--- src/include/spx_cfg.svh ---
/*
 Constants of the serial port expander controller: rates, timing counts,
 register offsets, field positions and reset values.
 Assumes the includer wants plain text macros; holds definitions only.
*/
`ifndef SPX_CFG_SVH
`define SPX_CFG_SVH

// ==========================================
// Clock and transfer timing
`define SPX_SYS_HZ        100000000
`define SPX_SCK_HZ        1562500
`define SPX_SCK_MAX_HZ    1923000
`define SPX_SCK_HALF_CYC  (`SPX_SYS_HZ / (2 * `SPX_SCK_HZ))
`define SPX_SCK_MIN_HALF  ((`SPX_SYS_HZ + 2 * `SPX_SCK_MAX_HZ - 1) / (2 * `SPX_SCK_MAX_HZ))

// ==========================================
// Frame shape
`define SPX_BYTES         3
`define SPX_FIFO_DEPTH    2

// ==========================================
// Register map (byte addresses) and fields
`define SPX_OFS_CTRL      4'h0
`define SPX_OFS_TXDATA    4'h4
`define SPX_OFS_RXDATA    4'h8
`define SPX_OFS_STATUS    4'hC
`define SPX_CTRL_EN_BIT   0
`define SPX_ST_BUSY_BIT   0
`define SPX_ST_FULL_BIT   1
`define SPX_ST_EMPTY_BIT  2
`define SPX_ST_DONE_BIT   3
`define SPX_CTRL_EN_RST   1'h0
`define SPX_RESP_OKAY     2'h0
`define SPX_RESP_SLVERR   2'h2

`endif

--- src/include/spx_pkg.sv ---
/*
 Types of the serial port expander controller: FSM states, AXI4-Lite
 channel bundles and the expander pin bundle.
 Needs nothing from spx_cfg.svh; state codes and field widths are written here.
*/
package spx_pkg;

	// ==========================================
	// Sequencer states
	typedef enum logic [5:0] {
		spx_st_idle    = 6'h01,
		spx_st_float   = 6'h02,
		spx_st_recover = 6'h04,
		spx_st_select  = 6'h08,
		spx_st_shift   = 6'h10,
		spx_st_finish  = 6'h20
	} spx_state_t;

	// ==========================================
	// AXI4-Lite bundles, 4-bit byte address
	typedef struct packed {
		logic        awvalid;
		logic [3:0]  awaddr;
		logic        wvalid;
		logic [31:0] wdata;
		logic [3:0]  wstrb;
		logic        bready;
		logic        arvalid;
		logic [3:0]  araddr;
		logic        rready;
	} spx_axil_req_t;

	typedef struct packed {
		logic        awready;
		logic        wready;
		logic        bvalid;
		logic [1:0]  bresp;
		logic        arready;
		logic        rvalid;
		logic [31:0] rdata;
		logic [1:0]  rresp;
	} spx_axil_rsp_t;

	// ==========================================
	// Expander pins
	typedef struct packed {
		logic sck;
		logic txd;
		logic float_strobe_line_n;
		logic transfer_select_line_n;
	} spx_pins_t;

endpackage

--- src/logic/spx_ctrl.sv ---
/*
 Serial port expander controller: AXI4-Lite register slave, two-entry word
 buffer and a sequencer that runs one 24-bit full-duplex frame per word.
 Assumes one 100 MHz clock, synchronous active-low reset, and an expander
 that floats its ports while the float strobe is low.
*/
// Behaviour
// - Transfer clock never exceeds 1.923 MHz.
// - Clock-synchronous channel, transmitter and receiver both active each frame.
// - Transfer clock generated internally at 1.5625 MHz.
// - Every byte shifted least significant bit first, both directions.
// - Three 8-bit full-duplex exchanges per update, 24 bits in total.
// - Float strobe pulses low then high before a transfer; expander floats meanwhile.
// - Select goes low after strobe, 24 bits move, then select goes high.
`timescale 1ns/10ps
`include "spx_cfg.svh"

module spx_ctrl #(
	parameter int BYTES  = `SPX_BYTES,
	parameter int DEPTH  = `SPX_FIFO_DEPTH,
	parameter int HALF   = `SPX_SCK_HALF_CYC,
	parameter int STROBE = `SPX_SCK_HALF_CYC
) (
	input  logic                   aclk,
	input  logic                   aresetn,
	input  spx_pkg::spx_axil_req_t axi_req,
	output spx_pkg::spx_axil_rsp_t axi_rsp,
	input  logic                   rxd_pin,
	output spx_pkg::spx_pins_t     pins
);
	import spx_pkg::*;

	localparam int W  = 8 * BYTES;
	localparam int PW = $clog2(DEPTH);
	localparam int CW = $clog2(W + 1);
	localparam int TW = 16;
	localparam logic [TW-1:0] HALF_LD = TW'(HALF - 1);
	localparam logic [TW-1:0] STB_LD  = TW'(STROBE - 1);
	localparam logic [CW-1:0] W_CNT   = CW'(W);

	// ==========================================
	// Elaboration checks
	if (BYTES < 1 || BYTES > 4 || DEPTH < 2 || (DEPTH & (DEPTH - 1)) != 0 ||
	    HALF < `SPX_SCK_MIN_HALF || HALF > 65535 || STROBE < 1 || STROBE > 65535) begin : g_chk
		$error("spx_ctrl: unsupported parameter values");
	end

	// ==========================================
	// State
	typedef struct packed {
		spx_state_t              st;
		logic [TW-1:0]           tmr;
		logic [CW-1:0]           bits;
		logic [W-1:0]            sh;
		logic [W-1:0]            cur;
		logic [W-1:0]            rsh;
		logic [W-1:0]            rx;
		logic                    s1;
		logic                    s2;
		logic                    s3;
		logic                    rxf;
		logic [DEPTH-1:0][W-1:0] mem;
		logic [PW:0]             wp;
		logic [PW:0]             rp;
		logic                    en;
		logic                    done;
		logic [W-1:0]            stage;
		logic [3:0]              awa;
		logic                    awg;
		logic                    wg;
		logic [31:0]             wd;
		logic [3:0]              ws;
		spx_axil_rsp_t           rsp;
		spx_pins_t               pin;
		logic [TW-1:0]           hold;
	} spx_ctrl_state_t;

	function automatic spx_ctrl_state_t rst_val();
		spx_ctrl_state_t v;
		v             = '0;
		v.st          = spx_st_idle;
		v.pin         = '1;
		v.s1          = 1'h1;
		v.s2          = 1'h1;
		v.s3          = 1'h1;
		v.rxf         = 1'h1;
		v.en          = `SPX_CTRL_EN_RST;
		v.rsp.awready = 1'h1;
		v.rsp.wready  = 1'h1;
		v.rsp.arready = 1'h1;
		v.hold        = '1;
		return v;
	endfunction

	// Byte-lane merge of a write into an existing value
	function automatic logic [31:0] merge(logic [31:0] old, logic [31:0] d, logic [3:0] s);
		logic [31:0] r;
		r = old;
		for (int i = 0; i < 4; i++) begin
			if (s[i]) begin
				r[8*i +: 8] = d[8*i +: 8];
			end
		end
		return r;
	endfunction

	spx_ctrl_state_t q_ff;
	spx_ctrl_state_t nxt_q;
	logic            f_full;
	logic            f_empty;
	logic            tick;
	logic            pop;
	logic            set_done;
	logic            clr_done;
	logic [31:0]     wv;
	logic [31:0]     rv;

	// ==========================================
	// Next state
	always_comb begin
		nxt_q    = q_ff;
		set_done = 1'h0;
		clr_done = 1'h0;
		wv       = 32'h0;
		rv       = 32'h0;

		// Pin synchroniser; the filtered level moves only when stages two and three agree
		nxt_q.s1 = rxd_pin;
		nxt_q.s2 = q_ff.s1;
		nxt_q.s3 = q_ff.s2;
		if (q_ff.s2 == q_ff.s3) begin
			nxt_q.rxf = q_ff.s3;
		end

		f_empty = (q_ff.wp == q_ff.rp);
		f_full  = (q_ff.wp[PW] != q_ff.rp[PW]) && (q_ff.wp[PW-1:0] == q_ff.rp[PW-1:0]);
		tick    = (q_ff.tmr == '0);
		if (!tick) begin
			nxt_q.tmr = q_ff.tmr - TW'(1);
		end
		// Drain side of the buffer: ready only while idle and enabled
		pop = (q_ff.st == spx_st_idle) && q_ff.en && !f_empty;

		unique case (q_ff.st)
			spx_st_idle: begin
				if (pop) begin
					nxt_q.cur                     = q_ff.mem[q_ff.rp[PW-1:0]];
					nxt_q.sh                      = q_ff.mem[q_ff.rp[PW-1:0]];
					nxt_q.rp                      = q_ff.rp + (PW+1)'(1);
					nxt_q.pin.float_strobe_line_n = 1'h0;
					nxt_q.tmr                     = STB_LD;
					nxt_q.st                      = spx_st_float;
				end
			end
			spx_st_float: begin
				if (tick) begin
					nxt_q.pin.float_strobe_line_n = 1'h1;
					nxt_q.tmr                     = STB_LD;
					nxt_q.st                      = spx_st_recover;
				end
			end
			spx_st_recover: begin
				if (tick) begin
					nxt_q.pin.transfer_select_line_n = 1'h0;
					nxt_q.tmr                        = HALF_LD;
					nxt_q.bits                       = '0;
					nxt_q.st                         = spx_st_select;
				end
			end
			spx_st_select: begin
				if (tick) begin
					nxt_q.pin.sck = 1'h0;
					nxt_q.pin.txd = q_ff.sh[0];
					nxt_q.tmr     = HALF_LD;
					nxt_q.st      = spx_st_shift;
				end
			end
			spx_st_shift: begin
				if (tick) begin
					nxt_q.tmr = HALF_LD;
					if (!q_ff.pin.sck) begin
						// Rising edge: sample receive, advance both shifters
						nxt_q.pin.sck = 1'h1;
						nxt_q.rsh     = {q_ff.rxf, q_ff.rsh[W-1:1]};
						nxt_q.sh      = q_ff.sh >> 1;
						nxt_q.bits    = q_ff.bits + CW'(1);
						if (q_ff.bits + CW'(1) == W_CNT) begin
							nxt_q.st = spx_st_finish;
						end
					end else begin
						nxt_q.pin.sck = 1'h0;
						nxt_q.pin.txd = q_ff.sh[0];
					end
				end
			end
			spx_st_finish: begin
				if (tick) begin
					nxt_q.pin.transfer_select_line_n = 1'h1;
					nxt_q.rx                         = q_ff.rsh;
					set_done                         = 1'h1;
					nxt_q.st                         = spx_st_idle;
				end
			end
		endcase

		// Write channels are taken independently, one write in flight
		if (axi_req.awvalid && q_ff.rsp.awready) begin
			nxt_q.awa = axi_req.awaddr;
			nxt_q.awg = 1'h1;
		end
		if (axi_req.wvalid && q_ff.rsp.wready) begin
			nxt_q.wd  = axi_req.wdata;
			nxt_q.ws  = axi_req.wstrb;
			nxt_q.wg  = 1'h1;
		end
		if (q_ff.awg && q_ff.wg && !q_ff.rsp.bvalid) begin
			nxt_q.rsp.bresp = `SPX_RESP_OKAY;
			nxt_q.rsp.bvalid = 1'h1;
			case (q_ff.awa)
				`SPX_OFS_CTRL: begin
					wv       = merge({31'h0, q_ff.en}, q_ff.wd, q_ff.ws);
					nxt_q.en = wv[`SPX_CTRL_EN_BIT];
				end
				`SPX_OFS_TXDATA: begin
					// A full buffer holds the response back, stalling the master
					wv = merge(32'(q_ff.stage), q_ff.wd, q_ff.ws);
					if (f_full) begin
						nxt_q.rsp.bvalid = 1'h0;
					end else begin
						nxt_q.stage                  = wv[W-1:0];
						nxt_q.mem[q_ff.wp[PW-1:0]]   = wv[W-1:0];
						nxt_q.wp                     = q_ff.wp + (PW+1)'(1);
					end
				end
				`SPX_OFS_STATUS: begin
					clr_done = q_ff.ws[0] && q_ff.wd[`SPX_ST_DONE_BIT];
				end
				`SPX_OFS_RXDATA: begin
				end
				default: begin
					nxt_q.rsp.bresp = `SPX_RESP_SLVERR;
				end
			endcase
		end
		if (q_ff.rsp.bvalid && axi_req.bready) begin
			nxt_q.rsp.bvalid = 1'h0;
			nxt_q.awg        = 1'h0;
			nxt_q.wg         = 1'h0;
		end
		nxt_q.rsp.awready = !nxt_q.awg;
		nxt_q.rsp.wready  = !nxt_q.wg;
		// Completion wins over a clear in the same cycle
		nxt_q.done = set_done | (q_ff.done & ~clr_done);

		// Read channel: data captured when the address is taken
		if (axi_req.arvalid && q_ff.rsp.arready) begin
			nxt_q.rsp.rresp = `SPX_RESP_OKAY;
			case (axi_req.araddr)
				`SPX_OFS_CTRL:   rv = {31'h0, q_ff.en};
				`SPX_OFS_TXDATA: rv = 32'(q_ff.stage);
				`SPX_OFS_RXDATA: rv = 32'(q_ff.rx);
				`SPX_OFS_STATUS: begin
					rv[`SPX_ST_BUSY_BIT]  = (q_ff.st != spx_st_idle);
					rv[`SPX_ST_FULL_BIT]  = f_full;
					rv[`SPX_ST_EMPTY_BIT] = f_empty;
					rv[`SPX_ST_DONE_BIT]  = q_ff.done;
				end
				default: nxt_q.rsp.rresp = `SPX_RESP_SLVERR;
			endcase
			nxt_q.rsp.rdata   = rv;
			nxt_q.rsp.rvalid  = 1'h1;
			nxt_q.rsp.arready = 1'h0;
		end
		if (q_ff.rsp.rvalid && axi_req.rready) begin
			nxt_q.rsp.rvalid  = 1'h0;
			nxt_q.rsp.arready = 1'h1;
		end

		// Cycles since the transfer clock last moved, saturating
		if (nxt_q.pin.sck != q_ff.pin.sck) begin
			nxt_q.hold = '0;
		end else if (q_ff.hold != '1) begin
			nxt_q.hold = q_ff.hold + TW'(1);
		end

		if (!aresetn) begin
			nxt_q = rst_val();
		end
	end

	always_ff @(posedge aclk) begin
		q_ff <= nxt_q;
	end

	assign axi_rsp = q_ff.rsp;
	assign pins    = q_ff.pin;

	// ==========================================
	// Checks
	localparam int HALF_I = HALF;
	localparam int STB_I  = STROBE;
	localparam int MIN_I  = `SPX_SCK_MIN_HALF;
endmodule

--- config.mk ---
export PLATFORM = sky130hd
export DESIGN_NAME = spx_ctrl
export DESIGN_NICKNAME = d
export VERILOG_FILES = /design/src/include/spx_pkg.sv /design/src/logic/spx_ctrl.sv
export VERILOG_INCLUDE_DIRS = /design/src /design/src/include
export SDC_FILE = /design/constraint.sdc
export NUM_CORES = 1
export LEC_CHECK = 0
export BUFFER_PORTS_ARGS = -buffer_cell sky130_fd_sc_hd__buf_4
export CAP_MARGIN = 10
export CORE_MARGIN = 2
export CORE_UTILIZATION = 24
export CTS_CLUSTER_DIAMETER = 150
export DETAILED_ROUTE_END_ITERATION = 10
export GPL_TIMING_DRIVEN = 0
export PLACE_DENSITY = 0.46
export SLEW_MARGIN = 20
export SYNTH_ARGS = -nofsm -noshare
export SYNTH_HDL_FRONTEND = slang
export SYNTH_SLANG_ARGS = --single-unit
--- constraint.sdc ---
create_clock -name aclk -period 2.3 [get_ports aclk]
set_clock_uncertainty 0.1 [all_clocks]
set_input_delay 0.345 -clock aclk [delete_from_list [all_inputs] [get_ports aclk]]
set_output_delay 0.345 -clock aclk [all_outputs]
set_load 0.1 [all_outputs]
==> summary.txt <==
Run status
  – Status: complete, no violations

Critical path
  – CP arrival: 2.61 ns
  – Critical Path Sink Type: register
  – CP max-delay cell: or4_4
  – Worst Path Max Fanout: 5
  – Critical-path cell list: or4_4 -> nor4_4 -> buf_6 -> nand3_4 -> buf_12 -> clkbuf_16 -> a22oi_2 -> nor2_1
  – Worst Path Required: 2.63 ns
  – Crit Path Class: register to register
  – Crit-path max cell delay: 0.56 ns
  – Worst setup SP type: register
  – Worst Reg-to-Reg Cells: 8

CTS
  – Clock transition at the registers of the reported paths: 0.06 ns
  – CTS H-tree depth: 1
  – Sink Count: 249
  – CTS Buf Count: 28
  – Root buf cell: clkbuf_16
  – Worst-Skew Late Latency: 0.56 ns
  – CTS tree: done
  – Clock buffer depth: 3

Synthesis
  – Post-synth EDFFs: 0
  – Adder-Cell Fraction of Synth Area: 0.3382%
  – Synthesized area: 11,100 um^2
  – Sequential area share after synthesis: 44.92%
  – Post-synth top area cell: dfxtp_1
  – Post-synthesis mux area share: 5.118%
  – Post-synth top flop: dfxtp_1
  – Syn Inst Count: 1,255
  – Ys async rst share: 0%
  – Netlist cell types: 71
  – Largest family of logic cells by synthesized area: simple AND/OR/NAND/NOR gates
  – Post-synth top area share: 44.92%
  – Simple-Gate Fraction of Synth Area: 21.25%
  – Compound-Gate Fraction of Synth Area: 19.54%
  – Synth Warn #: 0
  – #FFs+latches synth: 249
  – Top post-synthesis cells by area: dfxtp_1 45%, nand2_1 9.6%, mux2i_1 4.5%, o211a_1 4.3%, buf_4 3.3%
  – Avg Synthesized Cell Area: 8.843 um^2
  – XOR/XNOR Fraction of Synth Area: 1.263%

Global route
  – GRT Residual Overflow: 0
  – First-pass GRT wire length: 54.11 mm
  – Largest net degree at the start of global routing: 14
  – GRT Resource Usage Total: 14.57%
  – Initial antenna violation count: 0
  – Vias in the first global route: 9,001

Drt
  – DR pass1 iterations: 7
  – Avg Vias per Cell: 4.687
  – DRT Wirelength: 36.03 mm
  – # DRC: 0
  – Post-route ant nets: 0
  – Initial DRC Count: 777
  – Via count: 9,595
  – Routed len/inst: 17.60 um

Timing
  – Worst-Margin Slew: 0.9058 ns
  – RSZ-0062 raised after global routing: true
  – Final max-slew violation count: 0
  – Final Critical Period: 2.274 ns
  – Max Clk Rate: 0.4398 GHz
  – Final Cycle Share: 98.87%
  – Setup violations, final: 0
  – Rel. slew slack: 39.61%
  – Final hold viol count: 0
  – Fin Setup TNS: 0 ns

Power
  – Leakage: 0.005913 uW
  – PnR Total Power: 11,510 uW
  – Worst IR Drop VDD: 0.4974 mV
  – Power Density: 797.4 nW/um^2

Finish
  – Layout cells sized above 1: 23.25%
  – Post-route design area: 14,430 um^2
  – Final #Nets: 1,479
  – P&R area growth vs syn: 30.03%

Worst hold path
  – Worst hold path type: input port to register
  – WHS Path Cells: 3

Floorplan
  – DIE AREA: 47,980 um^2
  – Die Span Y: 219.0 um
  – Num rows: 78
  – Initial Utilization: 24.40%
  – Die X-Extent: 219.0 um
  – Core Area: 45,480 um^2
  – IO Pins: 97

Placed design
  – Placed Area: 12,450 um^2
  – Gpl congestion: 0.8078
  – Dpl hpwl: 26.12 mm
  – Port buffer count: 75

Flow run
  – Maxcap violations: 0
-- per-layer routing --
metal / GRT usage, % / wire length [um] / vias to the layer above
met5: 0 / 0 / -
met4: 2.523 / 559 / 0
met3: 1.913 / 1512 / 39
met2: 22.10 / 15560 / 214
met1: 22.03 / 18400 / 4669
li1: - / - / 4673
-- what timing repair did --
item	4_1_cts	5_1_grt
gates cloned	1	6
hold buffers	34	0
endpoints found under the setup margin	175	130
resized for setup	40	97
pin swaps	5	48
buffers inserted	11	6
endpoints found under the hold margin	35	0
-- registers in the layout, indices dropped and copies added (netlist names) --
| signal | flops |
|---|---|
| q_ff | 214 |
| axi_rsp | 31 |
| pins | 4 |
-- power breakdown --
| part | leakage, uW | switching, uW | total (uW) | internal (uW) |
|---|---|---|---|---|
| clock network | 0.000467 | 1820 | 4560 | 2740 |
| registers | 0.00202 | 192 | 4680 | 4490 |
| logic | 0.00343 | 1370 | 2260 | 896 |
| total | 0.00591 | 3380 | 11500 | 8130 |
-- synth_stat cells (8+ instances only) --
library cell,n
and3_1,11
o211a_1,48
o221a_2,9
and2_1,12
xnor2_1,8
a221oi_1,20
buf_2,18
clkbuf_1,55
mux2i_1,50
a21boi_1,42
nand3_1,45
nor3b_1,26
nand2b_1,8
dfxtp_1,249
buf_4,49
a21oi_1,54
nand2_1,284
nor3_1,9
a21boi_0,32
xor2_1,8
nor2b_1,10
nor2_1,62
a22oi_2,10
inv_1,10
o31ai_1,15
o21ai_0,20
buf_6,11
-- placed cells by master (no fill, tap or decap), types with 6 or more instances in the layout --
cell / n
a21boi_2: 13
a221oi_1: 20
o21ai_0: 19
a22oi_2: 11
o221a_2: 9
buf_6: 8
a21boi_0: 28
xnor2_1: 7
buf_4: 139
nand2b_1: 8
nand2_2: 24
o31ai_1: 14
o211a_1: 48
mux2i_1: 50
a21boi_1: 33
buf_12: 8
nor3b_1: 23
clkbuf_16: 34
buf_2: 8
clkinv_2: 6
clkbuf_1: 52
xor2_1: 8
inv_1: 8
dlygate4sd3_1: 34
dfxtp_1: 244
nor3_1: 9
a21oi_1: 52
clkbuf_2: 8
a22oi_1: 6
nand3_1: 44
nor2b_1: 9
and3_1: 9
clkbuf_8: 7
nor2_1: 61
and2_1: 12
conb_1: 10
nand2_1: 257
-- metrics by stage --
stage | instances | setup WS (ns) | util, % | hold slack (ns)
5_1_grt | 2045 | -0.06481 | 31.72 | 0.04046
4_1_cts | 2033 | 0.002392 | 30.65 | 0.02446
2_1_floorplan | 1264 | 0.05393 | - | 0.2863
3_5_place_dp | 1939 | -0.4627 | 27.37 | 0.2957
3_3_place_gp | 1939 | -0.4514 | 27.37 | 0.3028
6_report | 2047 | 0.02604 | 31.73 | 0.04761
-- worst paths after layout --
path | from | end | slack [ns]
worst max register to register | q_ff[305] | q_ff[266] | 0.03
worst max-delay path | q_ff[305] | q_ff[266] | 0.03
worst min-delay path | axi_req[1] | axi_rsp[1] | 0.05
worst min register to register | q_ff[184] | q_ff[183] | 0.34
-- kinds of logic (layout without fill, tap and decap cells) --
kind of cell             Yosys count  after routing
adder cells (fa/ha/maj)            3              3
multiplexers                      55             55
AO/OA/AOI/OAI                    279            279
other                              1             12
buffers and inverters            146            327
XOR/XNOR                          16             16
AND/OR/NAND/NOR                  506            506
flip-flops                       249            249
-- critical path, delay by kind of cell, from the launching register on --
family	cells	cell delay, ns
flip-flops	1	0.35
buffers and inverters	3	0.49
AO/OA/AOI/OAI	1	0.11
AND/OR/NAND/NOR	4	1.10
-- cell type report --
type,instances,area [um^2]
inverters,10,40.04
multi-input cells,869,5562
flip-flops and latches,249,4999
repair buffers,133,1220
fillers,4877,31050
clock buffers,42,844.6
diodes,2,5.005
well taps,600,750.7
plain buffers,133,913.4
clock inverters,9,97.59
(Power assumes the default switching activity.)
